--- config.mk ---
export PLATFORM = sky130hd
export DESIGN_NAME = byte_queue_and_bit_framing
export DESIGN_NICKNAME = d
export VERILOG_FILES = /design/src/hw/queue_regs_pkg.sv /design/src/hw/byte_store.sv /design/src/hw/rx_bit_packer.sv /design/src/hw/byte_queue_and_bit_framing.sv
export SDC_FILE = /design/constraint.sdc
export NUM_CORES = 1
export LEC_CHECK = 0
export BUFFER_PORTS_ARGS = -buffer_cell sky130_fd_sc_hd__buf_2
export CELL_PAD_IN_SITES_DETAIL_PLACEMENT = 0
export CELL_PAD_IN_SITES_GLOBAL_PLACEMENT = 1
export CORE_AREA = 2 2 258 311
export CTS_CLUSTER_DIAMETER = 50
export DETAILED_ROUTE_END_ITERATION = 16
export DIE_AREA = 0 0 260 313
export GPL_ROUTABILITY_DRIVEN = 1
export PLACE_DENSITY_LB_ADDON = 0.1
export SLEW_MARGIN = 20
export SYNTH_ARGS = -nofsm -noshare
export SYNTH_HDL_FRONTEND = slang
export SYNTH_SLANG_ARGS = --single-unit
--- constraint.sdc ---
create_clock -name ref_clk_in -period 5.54 [get_ports ref_clk_in]
set_input_delay 1.108 -clock ref_clk_in [delete_from_list [all_inputs] [get_ports ref_clk_in]]
set_output_delay 1.108 -clock ref_clk_in [all_outputs]
set_load 0.01 [all_outputs]
--- src/hw/queue_regs_pkg.sv ---
// constants for the byte queue and bit-framing register block
// assumes a register port on one clock, byte-wide, already decoded host side
// Overview of operation
// 64-byte queue at one data port: write pushes, read pops oldest byte
// queue feeds transmit bytes and collects received bytes from bit stream
// read-only count in bits 6:0, up on write, down on read, resets 0
// level bit 7 written 1 clears pointers and overflow flag; reads 0
// near-full when free space is at or below six-bit threshold, reset 08h
// near-empty when stored byte count is at or below threshold
// control bit 7 stops timer, bit 6 starts it; both read 0
// control bits 2:0 give valid bits of last received byte; 0 = all
// framing bit 7 launches transmit; host uses it only under transceive
// rx alignment 6:4 picks first bit slot; overflow wraps to next byte
// host keeps rx alignment zero except bitwise anticollision at 106 kBd
// tx bits 2:0 give bits sent of final byte; 000b sends all eight
// modem state reads 001 while waiting for launch under transceive
// write to full queue is dropped, count kept, overflow flag set
// read of empty queue keeps count at zero, data undefined
package queue_regs_pkg;
	localparam logic [5:0] ADDR_DATA = 6'h09;
	localparam logic [5:0] ADDR_LEVEL = 6'h0a;
	localparam logic [5:0] ADDR_THRESH = 6'h0b;
	localparam logic [5:0] ADDR_CTRL = 6'h0c;
	localparam logic [5:0] ADDR_FRAME = 6'h0d;
	localparam int DEPTH = 64;
	localparam int PTR_W = 6;
	localparam int CNT_W = 7;
	localparam logic [6:0] DEPTH_CNT = 7'h40;
	localparam int LEVEL_FLUSH_BIT = 7;
	localparam int CTRL_STOP_BIT = 7;
	localparam int CTRL_START_BIT = 6;
	localparam int FRAME_LAUNCH_BIT = 7;
	localparam int FRAME_ALIGN_LSB = 4;
	localparam int FRAME_LAST_LSB = 0;
	localparam logic [5:0] THRESH_RESET = 6'h08;
	localparam logic [7:0] CTRL_RESET = 8'h10;
	localparam logic [2:0] ALIGN_RESET = 3'h0;
	localparam logic [2:0] TX_LAST_RESET = 3'h0;
	typedef enum logic [2:0] {
		MS_IDLE = 3'h0,
		MS_WAIT_LAUNCH = 3'h1,
		MS_SENDING = 3'h3,
		MS_RECEIVING = 3'h6
	} modem_state_t;
endpackage

--- src/hw/byte_store.sv ---
// 64-entry byte storage with pointers and fill count
// assumes caller never pushes and flushes in the same cycle expecting both
`timescale 1ns/1ps
module byte_store (
	input wire logic ref_clk_in,
	input wire logic rst_b_in,
	input wire logic push_in,
	input wire logic [7:0] push_data_in,
	input wire logic pop_in,
	input wire logic flush_in,
	output logic [7:0] head_out,
	output logic [6:0] count_out,
	output logic full_out,
	output logic empty_out
);
	logic [7:0] mem_q [queue_regs_pkg::DEPTH];
	logic [5:0] wr_q;
	logic [5:0] rd_q;
	logic [6:0] count_q;
	logic do_push;
	logic do_pop;

	assign full_out = count_q == queue_regs_pkg::DEPTH_CNT;
	assign empty_out = count_q == 7'h00;
	assign do_push = push_in && !full_out && !flush_in;
	assign do_pop = pop_in && !empty_out && !flush_in;
	assign head_out = mem_q[rd_q];
	assign count_out = count_q;

	always_ff @(posedge ref_clk_in) begin
		if (do_push) begin
			mem_q[wr_q] <= push_data_in;
		end
	end

	always_ff @(posedge ref_clk_in) begin
		if (!rst_b_in || flush_in) begin
			wr_q <= 6'h00;
			rd_q <= 6'h00;
			count_q <= 7'h00;
		end else begin
			if (do_push) begin
				wr_q <= wr_q + 6'h01;
			end
			if (do_pop) begin
				rd_q <= rd_q + 6'h01;
			end
			if (do_push && !do_pop) begin
				count_q <= count_q + 7'h01;
			end else if (do_pop && !do_push) begin
				count_q <= count_q - 7'h01;
			end
		end
	end
endmodule

--- src/hw/rx_bit_packer.sv ---
// packs received serial bits into bytes starting at a chosen bit slot
// assumes one bit per valid pulse; a byte not taken before the next is lost
`timescale 1ns/1ps
module rx_bit_packer (
	input wire logic ref_clk_in,
	input wire logic rst_b_in,
	input wire logic [2:0] rx_first_bit_position_in,
	input wire logic frame_start_in,
	input wire logic bit_valid_in,
	input wire logic bit_in,
	input wire logic frame_end_in,
	input wire logic byte_ready_in,
	output logic byte_valid_out,
	output logic [7:0] byte_out,
	output logic [2:0] rx_final_byte_valid_bits_out
);
	logic [7:0] acc_q;
	logic [2:0] pos_q;
	logic pending_q;
	logic [2:0] last_q;
	logic [7:0] acc_next;

	always_comb begin
		acc_next = acc_q;
		acc_next[pos_q] = bit_in;
	end

	always_ff @(posedge ref_clk_in) begin
		if (!rst_b_in) begin
			acc_q <= 8'h00;
			pos_q <= 3'h0;
			pending_q <= 1'b0;
		end else if (frame_start_in) begin
			acc_q <= 8'h00;
			pos_q <= rx_first_bit_position_in;
			pending_q <= 1'b0;
		end else if (bit_valid_in) begin
			acc_q <= (pos_q == 3'h7) ? 8'h00 : acc_next;
			pos_q <= pos_q + 3'h1;
			pending_q <= pos_q != 3'h7;
		end else if (frame_end_in) begin
			pending_q <= 1'b0;
			acc_q <= 8'h00;
		end
	end

	// full byte on slot 7, partial byte at frame end
	always_ff @(posedge ref_clk_in) begin
		if (!rst_b_in) begin
			byte_valid_out <= 1'b0;
			byte_out <= 8'h00;
		end else if (bit_valid_in && pos_q == 3'h7 && !frame_start_in) begin
			byte_valid_out <= 1'b1;
			byte_out <= acc_next;
		end else if (frame_end_in && pending_q && !frame_start_in) begin
			byte_valid_out <= 1'b1;
			byte_out <= acc_q;
		end else if (byte_ready_in) begin
			byte_valid_out <= 1'b0;
		end
	end

	always_ff @(posedge ref_clk_in) begin
		if (!rst_b_in) begin
			last_q <= 3'h0;
		end else if (frame_end_in && !frame_start_in) begin
			last_q <= pending_q ? pos_q : 3'h0;
		end
	end
	assign rx_final_byte_valid_bits_out = last_q;
endmodule

--- src/hw/byte_queue_and_bit_framing.sv ---
// register block for the byte queue, timer strobes and bit framing
// assumes the host interface delivers decoded one-cycle register strobes
`timescale 1ns/1ps
module byte_queue_and_bit_framing (
	input wire logic ref_clk_in,
	input wire logic rst_b_in,
	input wire logic [5:0] reg_addr_in,
	input wire logic reg_wr_in,
	input wire logic reg_rd_in,
	input wire logic [7:0] reg_wdata_in,
	output logic [7:0] reg_rdata_out,
	input wire logic transceive_active_in,
	input wire logic tx_byte_ready_in,
	output logic tx_byte_valid_out,
	output logic [7:0] tx_byte_out,
	output logic tx_final_byte_out,
	output logic [2:0] tx_final_byte_bit_count_out,
	output logic tx_launch_strobe_out,
	input wire logic rx_frame_start_in,
	input wire logic rx_bit_valid_in,
	input wire logic rx_bit_in,
	input wire logic rx_frame_end_in,
	output logic [2:0] rx_first_bit_position_out,
	output logic timer_halt_strobe_out,
	output logic timer_go_strobe_out,
	output logic near_full_flag_out,
	output logic near_empty_flag_out,
	output logic queue_overflow_error_out,
	output logic [2:0] modem_state_code_out
);
	logic [7:0] head;
	logic [6:0] stored_byte_count;
	logic full;
	logic empty;
	logic wr_data;
	logic rd_data;
	logic queue_clear_strobe;
	logic rx_byte_valid;
	logic [7:0] rx_byte;
	logic rx_byte_ready;
	logic push;
	logic [7:0] push_byte;
	logic pop;
	logic tx_take;
	logic [2:0] rx_final_byte_valid_bits;
	logic [5:0] warning_threshold_q;
	logic [2:0] rx_align_q;
	logic [2:0] tx_last_q;
	logic launch_q;
	logic halt_q;
	logic go_q;
	logic ovf_q;
	logic [7:0] rdata_q;
	logic [6:0] free_space;
	queue_regs_pkg::modem_state_t state_q;

	////////////////////////////////////////////////////////////////////
	// decode and queue
	assign wr_data = reg_wr_in && reg_addr_in == queue_regs_pkg::ADDR_DATA;
	assign rd_data = reg_rd_in && reg_addr_in == queue_regs_pkg::ADDR_DATA;
	assign queue_clear_strobe = reg_wr_in
		&& reg_addr_in == queue_regs_pkg::ADDR_LEVEL
		&& reg_wdata_in[queue_regs_pkg::LEVEL_FLUSH_BIT];
	// host port wins; receiver byte waits one cycle
	assign rx_byte_ready = !wr_data;
	assign push = wr_data || rx_byte_valid;
	assign push_byte = wr_data ? reg_wdata_in : rx_byte;
	assign tx_take = tx_byte_valid_out && tx_byte_ready_in;
	assign pop = rd_data || tx_take;

	byte_store i_byte_store (
		.ref_clk_in(ref_clk_in),
		.rst_b_in(rst_b_in),
		.push_in(push),
		.push_data_in(push_byte),
		.pop_in(pop),
		.flush_in(queue_clear_strobe),
		.head_out(head),
		.count_out(stored_byte_count),
		.full_out(full),
		.empty_out(empty)
	);

	rx_bit_packer i_rx_bit_packer (
		.ref_clk_in(ref_clk_in),
		.rst_b_in(rst_b_in),
		.rx_first_bit_position_in(rx_align_q),
		.frame_start_in(rx_frame_start_in),
		.bit_valid_in(rx_bit_valid_in),
		.bit_in(rx_bit_in),
		.frame_end_in(rx_frame_end_in),
		.byte_ready_in(rx_byte_ready),
		.byte_valid_out(rx_byte_valid),
		.byte_out(rx_byte),
		.rx_final_byte_valid_bits_out(rx_final_byte_valid_bits)
	);

	////////////////////////////////////////////////////////////////////
	// warnings and overflow
	assign free_space = queue_regs_pkg::DEPTH_CNT - stored_byte_count;
	assign near_full_flag_out = free_space <= {1'b0, warning_threshold_q};
	assign near_empty_flag_out =
		stored_byte_count <= {1'b0, warning_threshold_q};

	// a push to a full queue in the flush cycle still flags, set beats clear
	// a full push is dropped even beside a pop, so it flags as well
	always_ff @(posedge ref_clk_in) begin
		if (!rst_b_in) begin
			ovf_q <= 1'b0;
		end else if (push && full) begin
			ovf_q <= 1'b1;
		end else if (queue_clear_strobe) begin
			ovf_q <= 1'b0;
		end
	end
	assign queue_overflow_error_out = ovf_q;

	////////////////////////////////////////////////////////////////////
	// writable fields
	always_ff @(posedge ref_clk_in) begin
		if (!rst_b_in) begin
			warning_threshold_q <= queue_regs_pkg::THRESH_RESET;
		end else if (reg_wr_in
			&& reg_addr_in == queue_regs_pkg::ADDR_THRESH) begin
			warning_threshold_q <= reg_wdata_in[5:0];
		end
	end

	always_ff @(posedge ref_clk_in) begin
		if (!rst_b_in) begin
			rx_align_q <= queue_regs_pkg::ALIGN_RESET;
			tx_last_q <= queue_regs_pkg::TX_LAST_RESET;
		end else if (reg_wr_in
			&& reg_addr_in == queue_regs_pkg::ADDR_FRAME) begin
			rx_align_q <= reg_wdata_in[queue_regs_pkg::FRAME_ALIGN_LSB +: 3];
			tx_last_q <= reg_wdata_in[queue_regs_pkg::FRAME_LAST_LSB +: 3];
		end
	end
	assign rx_first_bit_position_out = rx_align_q;
	assign tx_final_byte_bit_count_out = tx_last_q;

	// strobes last one cycle after the write
	always_ff @(posedge ref_clk_in) begin
		if (!rst_b_in) begin
			halt_q <= 1'b0;
			go_q <= 1'b0;
			launch_q <= 1'b0;
		end else begin
			halt_q <= reg_wr_in && reg_addr_in == queue_regs_pkg::ADDR_CTRL
				&& reg_wdata_in[queue_regs_pkg::CTRL_STOP_BIT];
			go_q <= reg_wr_in && reg_addr_in == queue_regs_pkg::ADDR_CTRL
				&& reg_wdata_in[queue_regs_pkg::CTRL_START_BIT];
			launch_q <= reg_wr_in
				&& reg_addr_in == queue_regs_pkg::ADDR_FRAME
				&& reg_wdata_in[queue_regs_pkg::FRAME_LAUNCH_BIT];
		end
	end
	assign timer_halt_strobe_out = halt_q;
	assign timer_go_strobe_out = go_q;
	assign tx_launch_strobe_out = launch_q;

	////////////////////////////////////////////////////////////////////
	// modem sequencing; launch outside transceive is ignored
	always_ff @(posedge ref_clk_in) begin
		if (!rst_b_in || !transceive_active_in) begin
			state_q <= queue_regs_pkg::MS_IDLE;
		end else begin
			case (state_q)
			queue_regs_pkg::MS_IDLE: begin
				state_q <= queue_regs_pkg::MS_WAIT_LAUNCH;
			end
			queue_regs_pkg::MS_WAIT_LAUNCH: begin
				if (launch_q) begin
					state_q <= queue_regs_pkg::MS_SENDING;
				end
			end
			queue_regs_pkg::MS_SENDING: begin
				if (empty) begin
					state_q <= queue_regs_pkg::MS_RECEIVING;
				end
			end
			queue_regs_pkg::MS_RECEIVING: begin
				if (rx_frame_end_in) begin
					state_q <= queue_regs_pkg::MS_IDLE;
				end
			end
			default: begin
				state_q <= queue_regs_pkg::MS_IDLE;
			end
			endcase
		end
	end
	assign modem_state_code_out = state_q;

	assign tx_byte_valid_out = state_q == queue_regs_pkg::MS_SENDING
		&& !empty && !rd_data;
	assign tx_byte_out = head;
	assign tx_final_byte_out = stored_byte_count == 7'h01;

	////////////////////////////////////////////////////////////////////
	// read data, one cycle after the read strobe
	always_ff @(posedge ref_clk_in) begin
		if (!rst_b_in) begin
			rdata_q <= 8'h00;
		end else if (reg_rd_in) begin
			case (reg_addr_in)
			queue_regs_pkg::ADDR_DATA: rdata_q <= head;
			queue_regs_pkg::ADDR_LEVEL: begin
				rdata_q <= {1'b0, stored_byte_count};
			end
			queue_regs_pkg::ADDR_THRESH: begin
				rdata_q <= {2'b00, warning_threshold_q};
			end
			queue_regs_pkg::ADDR_CTRL: begin
				rdata_q <= queue_regs_pkg::CTRL_RESET
					| {5'h00, rx_final_byte_valid_bits};
			end
			queue_regs_pkg::ADDR_FRAME: begin
				rdata_q <= {1'b0, rx_align_q, 1'b0, tx_last_q};
			end
			default: rdata_q <= 8'h00;
			endcase
		end
	end
	assign reg_rdata_out = rdata_q;
endmodule

# ---- After elaboration in Yosys (flattened, before gate mapping)
# Memory sizes are Yosys's and may differ from the RTL's. A register that Yosys moved wholly into a read port is not among the register bits.
# Index checks and enable logic that the tools add are counted.
dict set report totals {
  n_memories 1
  ff_bits 70
  mem_bits_rw 512
  wordCells 124
  out_inout_bits 33
}
dict set report classes {
  eq_ne 16
  n_lt_le_gt_ge 4
  reduce_logical 48
  add_sub_neg 6
  mux 30
  bitwise_logic 1
}
# memory words width read_ports rd_ports_with_merged_regs write_ports line_no
set mem_list {}
lappend mem_list {i_byte_store.mem_q 64 8 1 1 1 byte_store.sv:16} ;# logic [7:0] mem_q [queue_regs_pkg::DEPTH];
# operator count
set ops {}
lappend ops {{$mux W8} 6}
lappend ops {{$pmux W8 S5} 1}
lappend ops {{$eq A6 B4 Y1 const B} 5}
lappend ops {{$logic_and A1 B1 Y1} 26}
lappend ops {{$mux W3} 6}
lappend ops {{$le A7 B6 Y1} 2}
lappend ops {{$mux W7} 2}
lappend ops {{$add A6 B1 Y6 const B} 2}
lappend ops {{$mux W6} 2}
lappend ops {{$pmux W3 S4} 1}
lappend ops {{$mux W1} 10}
lappend ops {{$reduce_bool A2 Y1} 5}
lappend ops {{$logic_not A1 Y1} 9}
lappend ops {{$bwmux W8} 1}
lappend ops {{$add A7 B1 Y7 const B} 1}
lappend ops {{$eq A7 B1 Y1 const B} 1}
lappend ops {{$eq A7 B7 Y1 const B} 1}
lappend ops {{$logic_not A7 Y1} 1}
lappend ops {{$sub A7 B1 Y7 const B} 1}
lappend ops {{$sub A7 B7 Y7 const A} 1}
lappend ops {{$eq A3 B3 Y1 const B} 2}
lappend ops {{$logic_or A1 B1 Y1} 4}
lappend ops {{$lt A3 B4 Y1 const B} 1}
lappend ops {{$ne A2 B2 Y1 const B} 2}
lappend ops {{12 further kinds} 12}

# ---- Depth between registers and ports, before layout
# Gate-level depths: netlist of run 1.
dict set report logic_depth {
  depth_word 11
  ltp_mapped 12
  depth_no_buf 11
}

# ---- Cells and area by module
# From an unflattened synthesis of run 1, not the netlist that was laid out.
dict set report unflattened {
  hier_cells 1426
  hier_area_um2 24382.1
}
# mod instances cells_each seq_area_each_um2 area_per_inst_um2
set by_module_without_submodules {}
lappend by_module_without_submodules {byte_store 1 1116 15875.2 21338.0}
lappend by_module_without_submodules {byte_queue_and_bit_framing 1 195 540.5 1851.8}
lappend by_module_without_submodules {rx_bit_packer 1 115 480.5 1192.4}

# ---- Least setup slack after synthesis of run 1
# OpenSTA, ideal clock, no wires.
dict set report synth_path {
  path_type {reg-to-output}
  startpoint {register i_byte_store.count_q[2] (netlist: i_byte_store.count_out[2])}
  endpoint {output near_full_flag_out}
  stages_incl_launch_ff 9
  slack_ns 2.002
  n_path_buf 1
  arrival_time_ns 2.430
  cell_sequence {dfxtp_1 clkbuf_1 or4_1 or3_1 and2_1 ha_1 nand3_1 or2_2 a211oi_1}
}
dict set report synth_between {
  elab_chain_len 2
}
# element line_no
set synth_lines {}
lappend synth_lines {{from (decl)} byte_store.sv:19} ;# logic [6:0] count_q;
lappend synth_lines {{from (signal assigned)} byte_store.sv:49} ;# count_q <= count_q + 7'h01;
lappend synth_lines {{from (signal assigned)} byte_store.sv:51} ;# count_q <= count_q - 7'h01;
lappend synth_lines {{$sub A7 B7 Y7} byte_queue_and_bit_framing.sv:100} ;# assign free_space = queue_regs_pkg::DEPTH_CNT - stored_byte_count;
lappend synth_lines {{$le A7 B6 Y1} byte_queue_and_bit_framing.sv:101} ;# assign near_full_flag_out = free_space <= {1'b0, warning_threshold_q};
lappend synth_lines {{to (decl)} byte_queue_and_bit_framing.sv:26} ;# output logic near_full_flag_out,
# Every way passes these cells.

==> results of run 1 <==
==> flip-flops by register name, summed over array words and instances (netlist names), 3 cells and up, named ones only <==
signal                                        flops
reg_rdata_out                                     8
i_rx_bit_packer.byte_out                          8
rx_first_bit_position_out                         3
warning_threshold_q                               6
i_byte_store.rd_q                                 6
i_rx_bit_packer.pos_q                             3
i_byte_store.count_out                            7
i_rx_bit_packer.rx_final_byte_valid_bits_out      3
i_rx_bit_packer.acc_q                             8
i_byte_store.wr_q                                 6
tx_final_byte_bit_count_out                       3
modem_state_code_out                              3
i_byte_store.mem_q                              512
==> worst paths after layout <==
| check | slack [ns] | start | cells after the start | endpoint |
|---|---|---|---|---|
| max reg2reg | 1.76 | i_byte_store.count_out[0] | 6 | i_byte_store.mem_q[40][7] |
| max | 0.86 | flop | 7 | tx_byte_out[7] |
| min reg2reg | 0.46 | queue_overflow_error_out | 2 | queue_overflow_error_out |
| min | 0.46 | queue_overflow_error_out | 2 | queue_overflow_error_out |
==> layout make-up <==
type,count,share of cell area (%)
Clock inverter,49,1.81
Inverter,23,0.306
Clock buffer,85,6.72
Timing Repair Buffer,114,2.76
Multi-Input combinational cell,774,23.8
Tap cell,1035,4.59
Sequential cell,588,60.0
==> routing by layer <==
layer  GRT usage [%]  vias up  wire [um]
met4            5.30        0       1750
li1                -     6055          -
met1            23.2     6965      30800
met3            2.81       92       3220
met2            29.2      343      34700
met5               0        -          0
==> metrics by stage <==
stage               setup slack [ns]  instances  utilization [%]
floorplan                       2.00       1463                -
global placement                1.05       2534             32.9
detailed placement             0.960       2534             32.9
CTS                            0.735       2668             35.9
global route                   0.589       2668             35.9
finish                         0.858       2668             35.9
==> worst reg2reg max path: stages, from the launching register on <==
cell	delay, ns
dfxtp_1	0.56
inv_1	0.12
ha_1	0.28
and4_1	0.27
nor4_1	0.67
nand2_1	0.72
nor2_1	0.78
==> where the power goes <==
group,internal [mW],switching [mW]
Combinational,0.0404,0.0737
Sequential,4.75,0.00758
Clock,2.81,1.91
Total,7.60,2.00
==> layout by cell type (no fill, tap or decap), types with 8 or more instances in the layout <==
cell type,n
mux2_2,22
mux4_2,96
o32a_1,8
buf_2,56
inv_1,22
nor2_1,142
nand3_1,39
xnor2_1,12
dfxtp_1,73
ha_1,19
nand2b_1,13
clkbuf_16,74
o21ai_0,16
clkinv_1,13
nor3b_1,8
a22oi_1,27
clkbuf_1,11
a21oi_1,39
o22ai_1,27
nor2b_1,18
buf_4,53
o211a_1,8
inv_6,8
a211oi_1,12
edfxtp_1,512
mux2i_1,85
nand2_1,59
==> cells by family after synthesis <==
| kind of cell | count (synthesis) |
|---|---|
| AO/OA/AOI/OAI | 189 |
| XOR/XNOR | 15 |
| adder cells (fa/ha/maj) | 19 |
| buffers and inverters | 101 |
| flip-flops | 588 |
| multiplexers | 204 |
| AND/OR/NAND/NOR | 347 |
==> results.toml, run 1 <==
[outcome]
outcome = "finished, final reports clean"

[routing]
firstDrtPassIters = 5
drcViolationCount = 0
drtIter0Drc = 1197
viasPerCell = 5.04
wl_um = 70500
vias = 13500
wl_per_cell_um = 26.4
ant_nets = 0

[logic_synthesis]
synthDistinctLibCells = 68
synth_mux_area_share_pct = 13.6
synth_nets = 1506
yosysMostFrequentCell = "edfxtp_1"
synth_top_area_share_pct = 63.9
ys_seq_area_share_pct = 70.2
ys_top_cells_by_count = "512 x edfxtp_1, 143 x nor2_1, 96 x mux4_2"
synthTopCellsByArea = "edfxtp_1 64%, mux4_2 9.0%, dfxtp_1 6.3%"
synthSimpleGateAreaFrac_pct = 7.21
syn_inst = 1463
syn_area_um2 = 24100
synth_edf_count = 512
async_flop_share_pct = 0
syn-mean-instance-area_um2 = 16.4
synth_top_family_by_area = "multiplexers"
ys.flop_type = "edfxtp_1"
synth_fa_ha_area_share_pct = 0.988
synth_area_leader_cell = "edfxtp_1"
synth-seq-cells = 588
ys_warn_count = 0
synth_compound_area_share_pct = 5.57
synth_xor_area_share_pct = 0.546

[setup_path]
critPathKind = "flop to output pin"
cpPeakStageDelay_ns = 0.83
cp.required_ns = 4.43
cp.arrival_ns = 3.57
path_cells = "buf_4 -> mux2i_1 -> a22oi_1 -> nand3_1 -> and4_1 -> o2bb2ai_1 -> buf_2"
startpoint_type = "flop"
end_kind = "output pin"
cp_max_fo = 42
slowest_stage = "dfxtp_4"
critPathTopFamily = "compound AO/OA/AOI/OAI gates"
worst-path-buf-inv = 2

[die]
dieArea_um2 = 81400
rows = 113
num_io_pins = 57
die_w_um = 260
die_h_um = 313
core_um2 = 78500
start_util_pct = 30.7

[layout]
final_nets = 1617
final-seq-area_um2 = 16900
design_area_um2 = 28200
syn_to_final_growth_pct = 17.2
antenna_cells = 0
multi_input_area_um2 = 6720
num-fill-cells = 7409
layout-drive-gt1-share_pct = 22.3

[hold_path]
holdCritPathClass = "flop to flop"

[global_routing]
grt_use_total_pct = 17.5
grt_pass1_wl_um = 102000
grt_pass1_vias = 13900
grt_start_max_net_pins = 65
gr-total-overflow = 0
grt_antenna_before_repair = 1

[sta]
finalCritPeriodShare_pct = 84.5
skew_ns = 0.0179
holdWs_ns = 0.460
setup_viol = 0
slew_headroom_pct = 34.5
worst_slew_pin_slew_ns = 0.970
fmax_mhz = 214
min_period_ns = 4.68
timing.setup.tns_ns = 0
rsz0062_at_grt = "false"
slew_viol_final = 0
hold_viol = 0

[clock_network]
clk_latency_ns = 0.61
cts.sinks = 588
numCtsBuffers = 73
cts_root_buf = "clkbuf_16"
cts_setup_buffers = 0
clock_path_buffers = 3
cts_tree = "yes"
clk_pin_slew_worst_paths_ns = 0.06
cts_hold_buf = 0
h-tree-depth = 3
cts_resized = 0

[pwr]
power_density_nw_per_um2 = 340
p_leak_nw = 9.18
total_power_mw = 9.60
peakVddDrop_uv = 167

[place]
place_hpwl_um = 47400
gp_congestion = 0.819
numPortBuffers = 56
dpl_cell_area_um2 = 25800

[job]
cap_violations = 0
(Power assumes the default switching activity.)
==> inputs of run 2 (changes only) <==
Clock period 5.54 ns to 4.5 ns, I/O delays scaled along.
==> run 2 against run 1 <==
- setup slack lost 0.72 ns
- count of clock-buffer cells in the layout grew 3
- via count grew 1.8%
- power grew 23%
- utilization grew 0.72 points
- register-to-register slack lost 0.68 ns
- critical path type unchanged
==> results.toml, run 2 (synthesis gave the netlist of run 1 again) <==
[outcome]
outcome = "finished, final reports clean"

[pwr]
p_leak_nw = 9.60
power_density_nw_per_um2 = 412
peakVddDrop_uv = 216

[place]
numPortBuffers = 56
place_hpwl_um = 47600
gp_congestion = 0.821
placedCellCount = 2599

[sta]
slew_viol_final = 0
rsz0062_at_grt = "false"
fmax_mhz = 229
finalCritPeriodShare_pct = 96.8
holdWs_ns = 0.464
min_period_ns = 4.36
hold_viol = 0
worst_slew_pin_slew_ns = 1.17
timing.setup.tns_ns = 0
setup_viol = 0
slew_headroom_pct = 21.0
skew_ns = 0.0261

[clock_network]
cts_tree = "yes"
clk_pin_slew_worst_paths_ns = 0.05
numCtsBuffers = 75
h-tree-depth = 3
cts.sinks = 588
cts_root_buf = "clkbuf_16"
clock_path_buffers = 3
clk_latency_ns = 0.61

[routing]
ant_nets = 0
drcViolationCount = 0
wl_um = 70800
drtIter0Drc = 1120
vias = 13700
firstDrtPassIters = 5
viasPerCell = 5.01
wl_per_cell_um = 25.9

[die]
num_io_pins = 57
die_w_um = 260
start_util_pct = 30.7
dieArea_um2 = 81400
core_um2 = 78500
die_h_um = 313
rows = 113

[global_routing]
grt_antenna_before_repair = 2
grt_start_max_net_pins = 65
grt_pass1_vias = 14400
grt_use_total_pct = 17.5
grt_pass1_wl_um = 102000
gr-total-overflow = 0

[layout]
syn_to_final_growth_pct = 19.5
final_cell_mix = "512 x edfxtp_1, 143 x nor2_1, 115 x buf_4"
largest_register_ffs = 512
layout-drive-gt1-share_pct = 25.6
mostFrequentLayoutCell = "edfxtp_1"
instances_no_fill = 2736
final_nets = 1685
regMostFlops = "i_byte_store.mem_q"

[setup_path]
slowest_stage = "nor4_1"
cp.arrival_ns = 3.46
cp.required_ns = 3.60
end_kind = "output pin"
startpoint_type = "flop"
path_cells = "buf_12 -> mux4_2 -> o22ai_1 -> nor4_1 -> a22o_1 -> buf_2"
ff2ff_path_depth = 7
critPathKind = "flop to output pin"
cpPeakStageDelay_ns = 0.77
cp_max_fo = 36

[job]
cap_violations = 0

[hold_path]
holdPathStages = 2
holdCritPathClass = "flop to flop"
## run 2: cell count changes in the layout (fill, tap and decap cells not counted), sizes merged
cell,previous run,this run
clkinv,28,27
buf,114,180
diode,0,1
inv,30,31
clkbuf,85,88
bufinv,7,5
## run 2: metal layers
metal	vias to the layer above	share of wire (%)	GRT usage [%]	routed length (um)
li1	6176	-	-	-
met1	7041	42	22.3	29900
met2	359	50	29.6	35300
met3	122	4.8	3.06	3420
met4	2	2.9	6.30	2090
met5	-	0.12	0.946	86
## run 2: metrics by stage
| stage | area, um^2 | util, % | setup WS (ns) | power, mW |
|---|---|---|---|---|
| final | 28800 | 36.6 | 0.143 | 11.8 |
| after CTS | 28700 | 36.6 | 0.0980 | 12.0 |
| after detailed placement | 26300 | 33.5 | 0.564 | 6.12 |
| after global placement | 26300 | 33.5 | 0.502 | 6.12 |
| after global routing | 28800 | 36.6 | 0.0228 | 12.2 |
| after floorplan | 24100 | - | 1.17 | 6.06 |
## run 2: final timing paths
check	start	endpoint	slack, ns
worst max-delay path	flop	tx_byte_out[1]	0.14
worst min-delay path	queue_overflow_error_out	queue_overflow_error_out	0.46
worst max register to register	flop	reg_rdata_out[5]	1.08
worst min register to register	queue_overflow_error_out	queue_overflow_error_out	0.46
## run 2: area by class of cell
| class | instances | area, um^2 |
|---|---|---|
| diodes | 1 | 2.50 |
| clock buffers | 88 | 1990 |
| clock inverters | 47 | 433 |
| fillers | 7443 | 49700 |
| inverters | 23 | 86.3 |
| multi-input cells | 774 | 6720 |
| flip-flops and latches | 588 | 16900 |
| well taps | 1035 | 1290 |
| repair buffers | 180 | 1320 |
## run 2: repair_timing
item,in CTS,in global routing
resized for setup,0,1
hold buffers,0,0
endpoints found under the setup margin,1,1
buffers inserted,1,0
cloned,0,0
## run 2: critical path: cells and delay by family, from the launching register on
kind | cells | cell delay, ns
muxes | 1 | 0.34
buffers and inverters | 2 | 0.52
AOI/OAI and AO/OA | 2 | 0.45
and+or+nand+nor | 1 | 0.77
DFF | 1 | 0.69
## run 2: where the power goes
| group | internal [mW] | switching, mW |
|---|---|---|
| sequential | 5.85 | 0.00913 |
| combinational | 0.0504 | 0.0913 |
| clock | 3.48 | 2.36 |
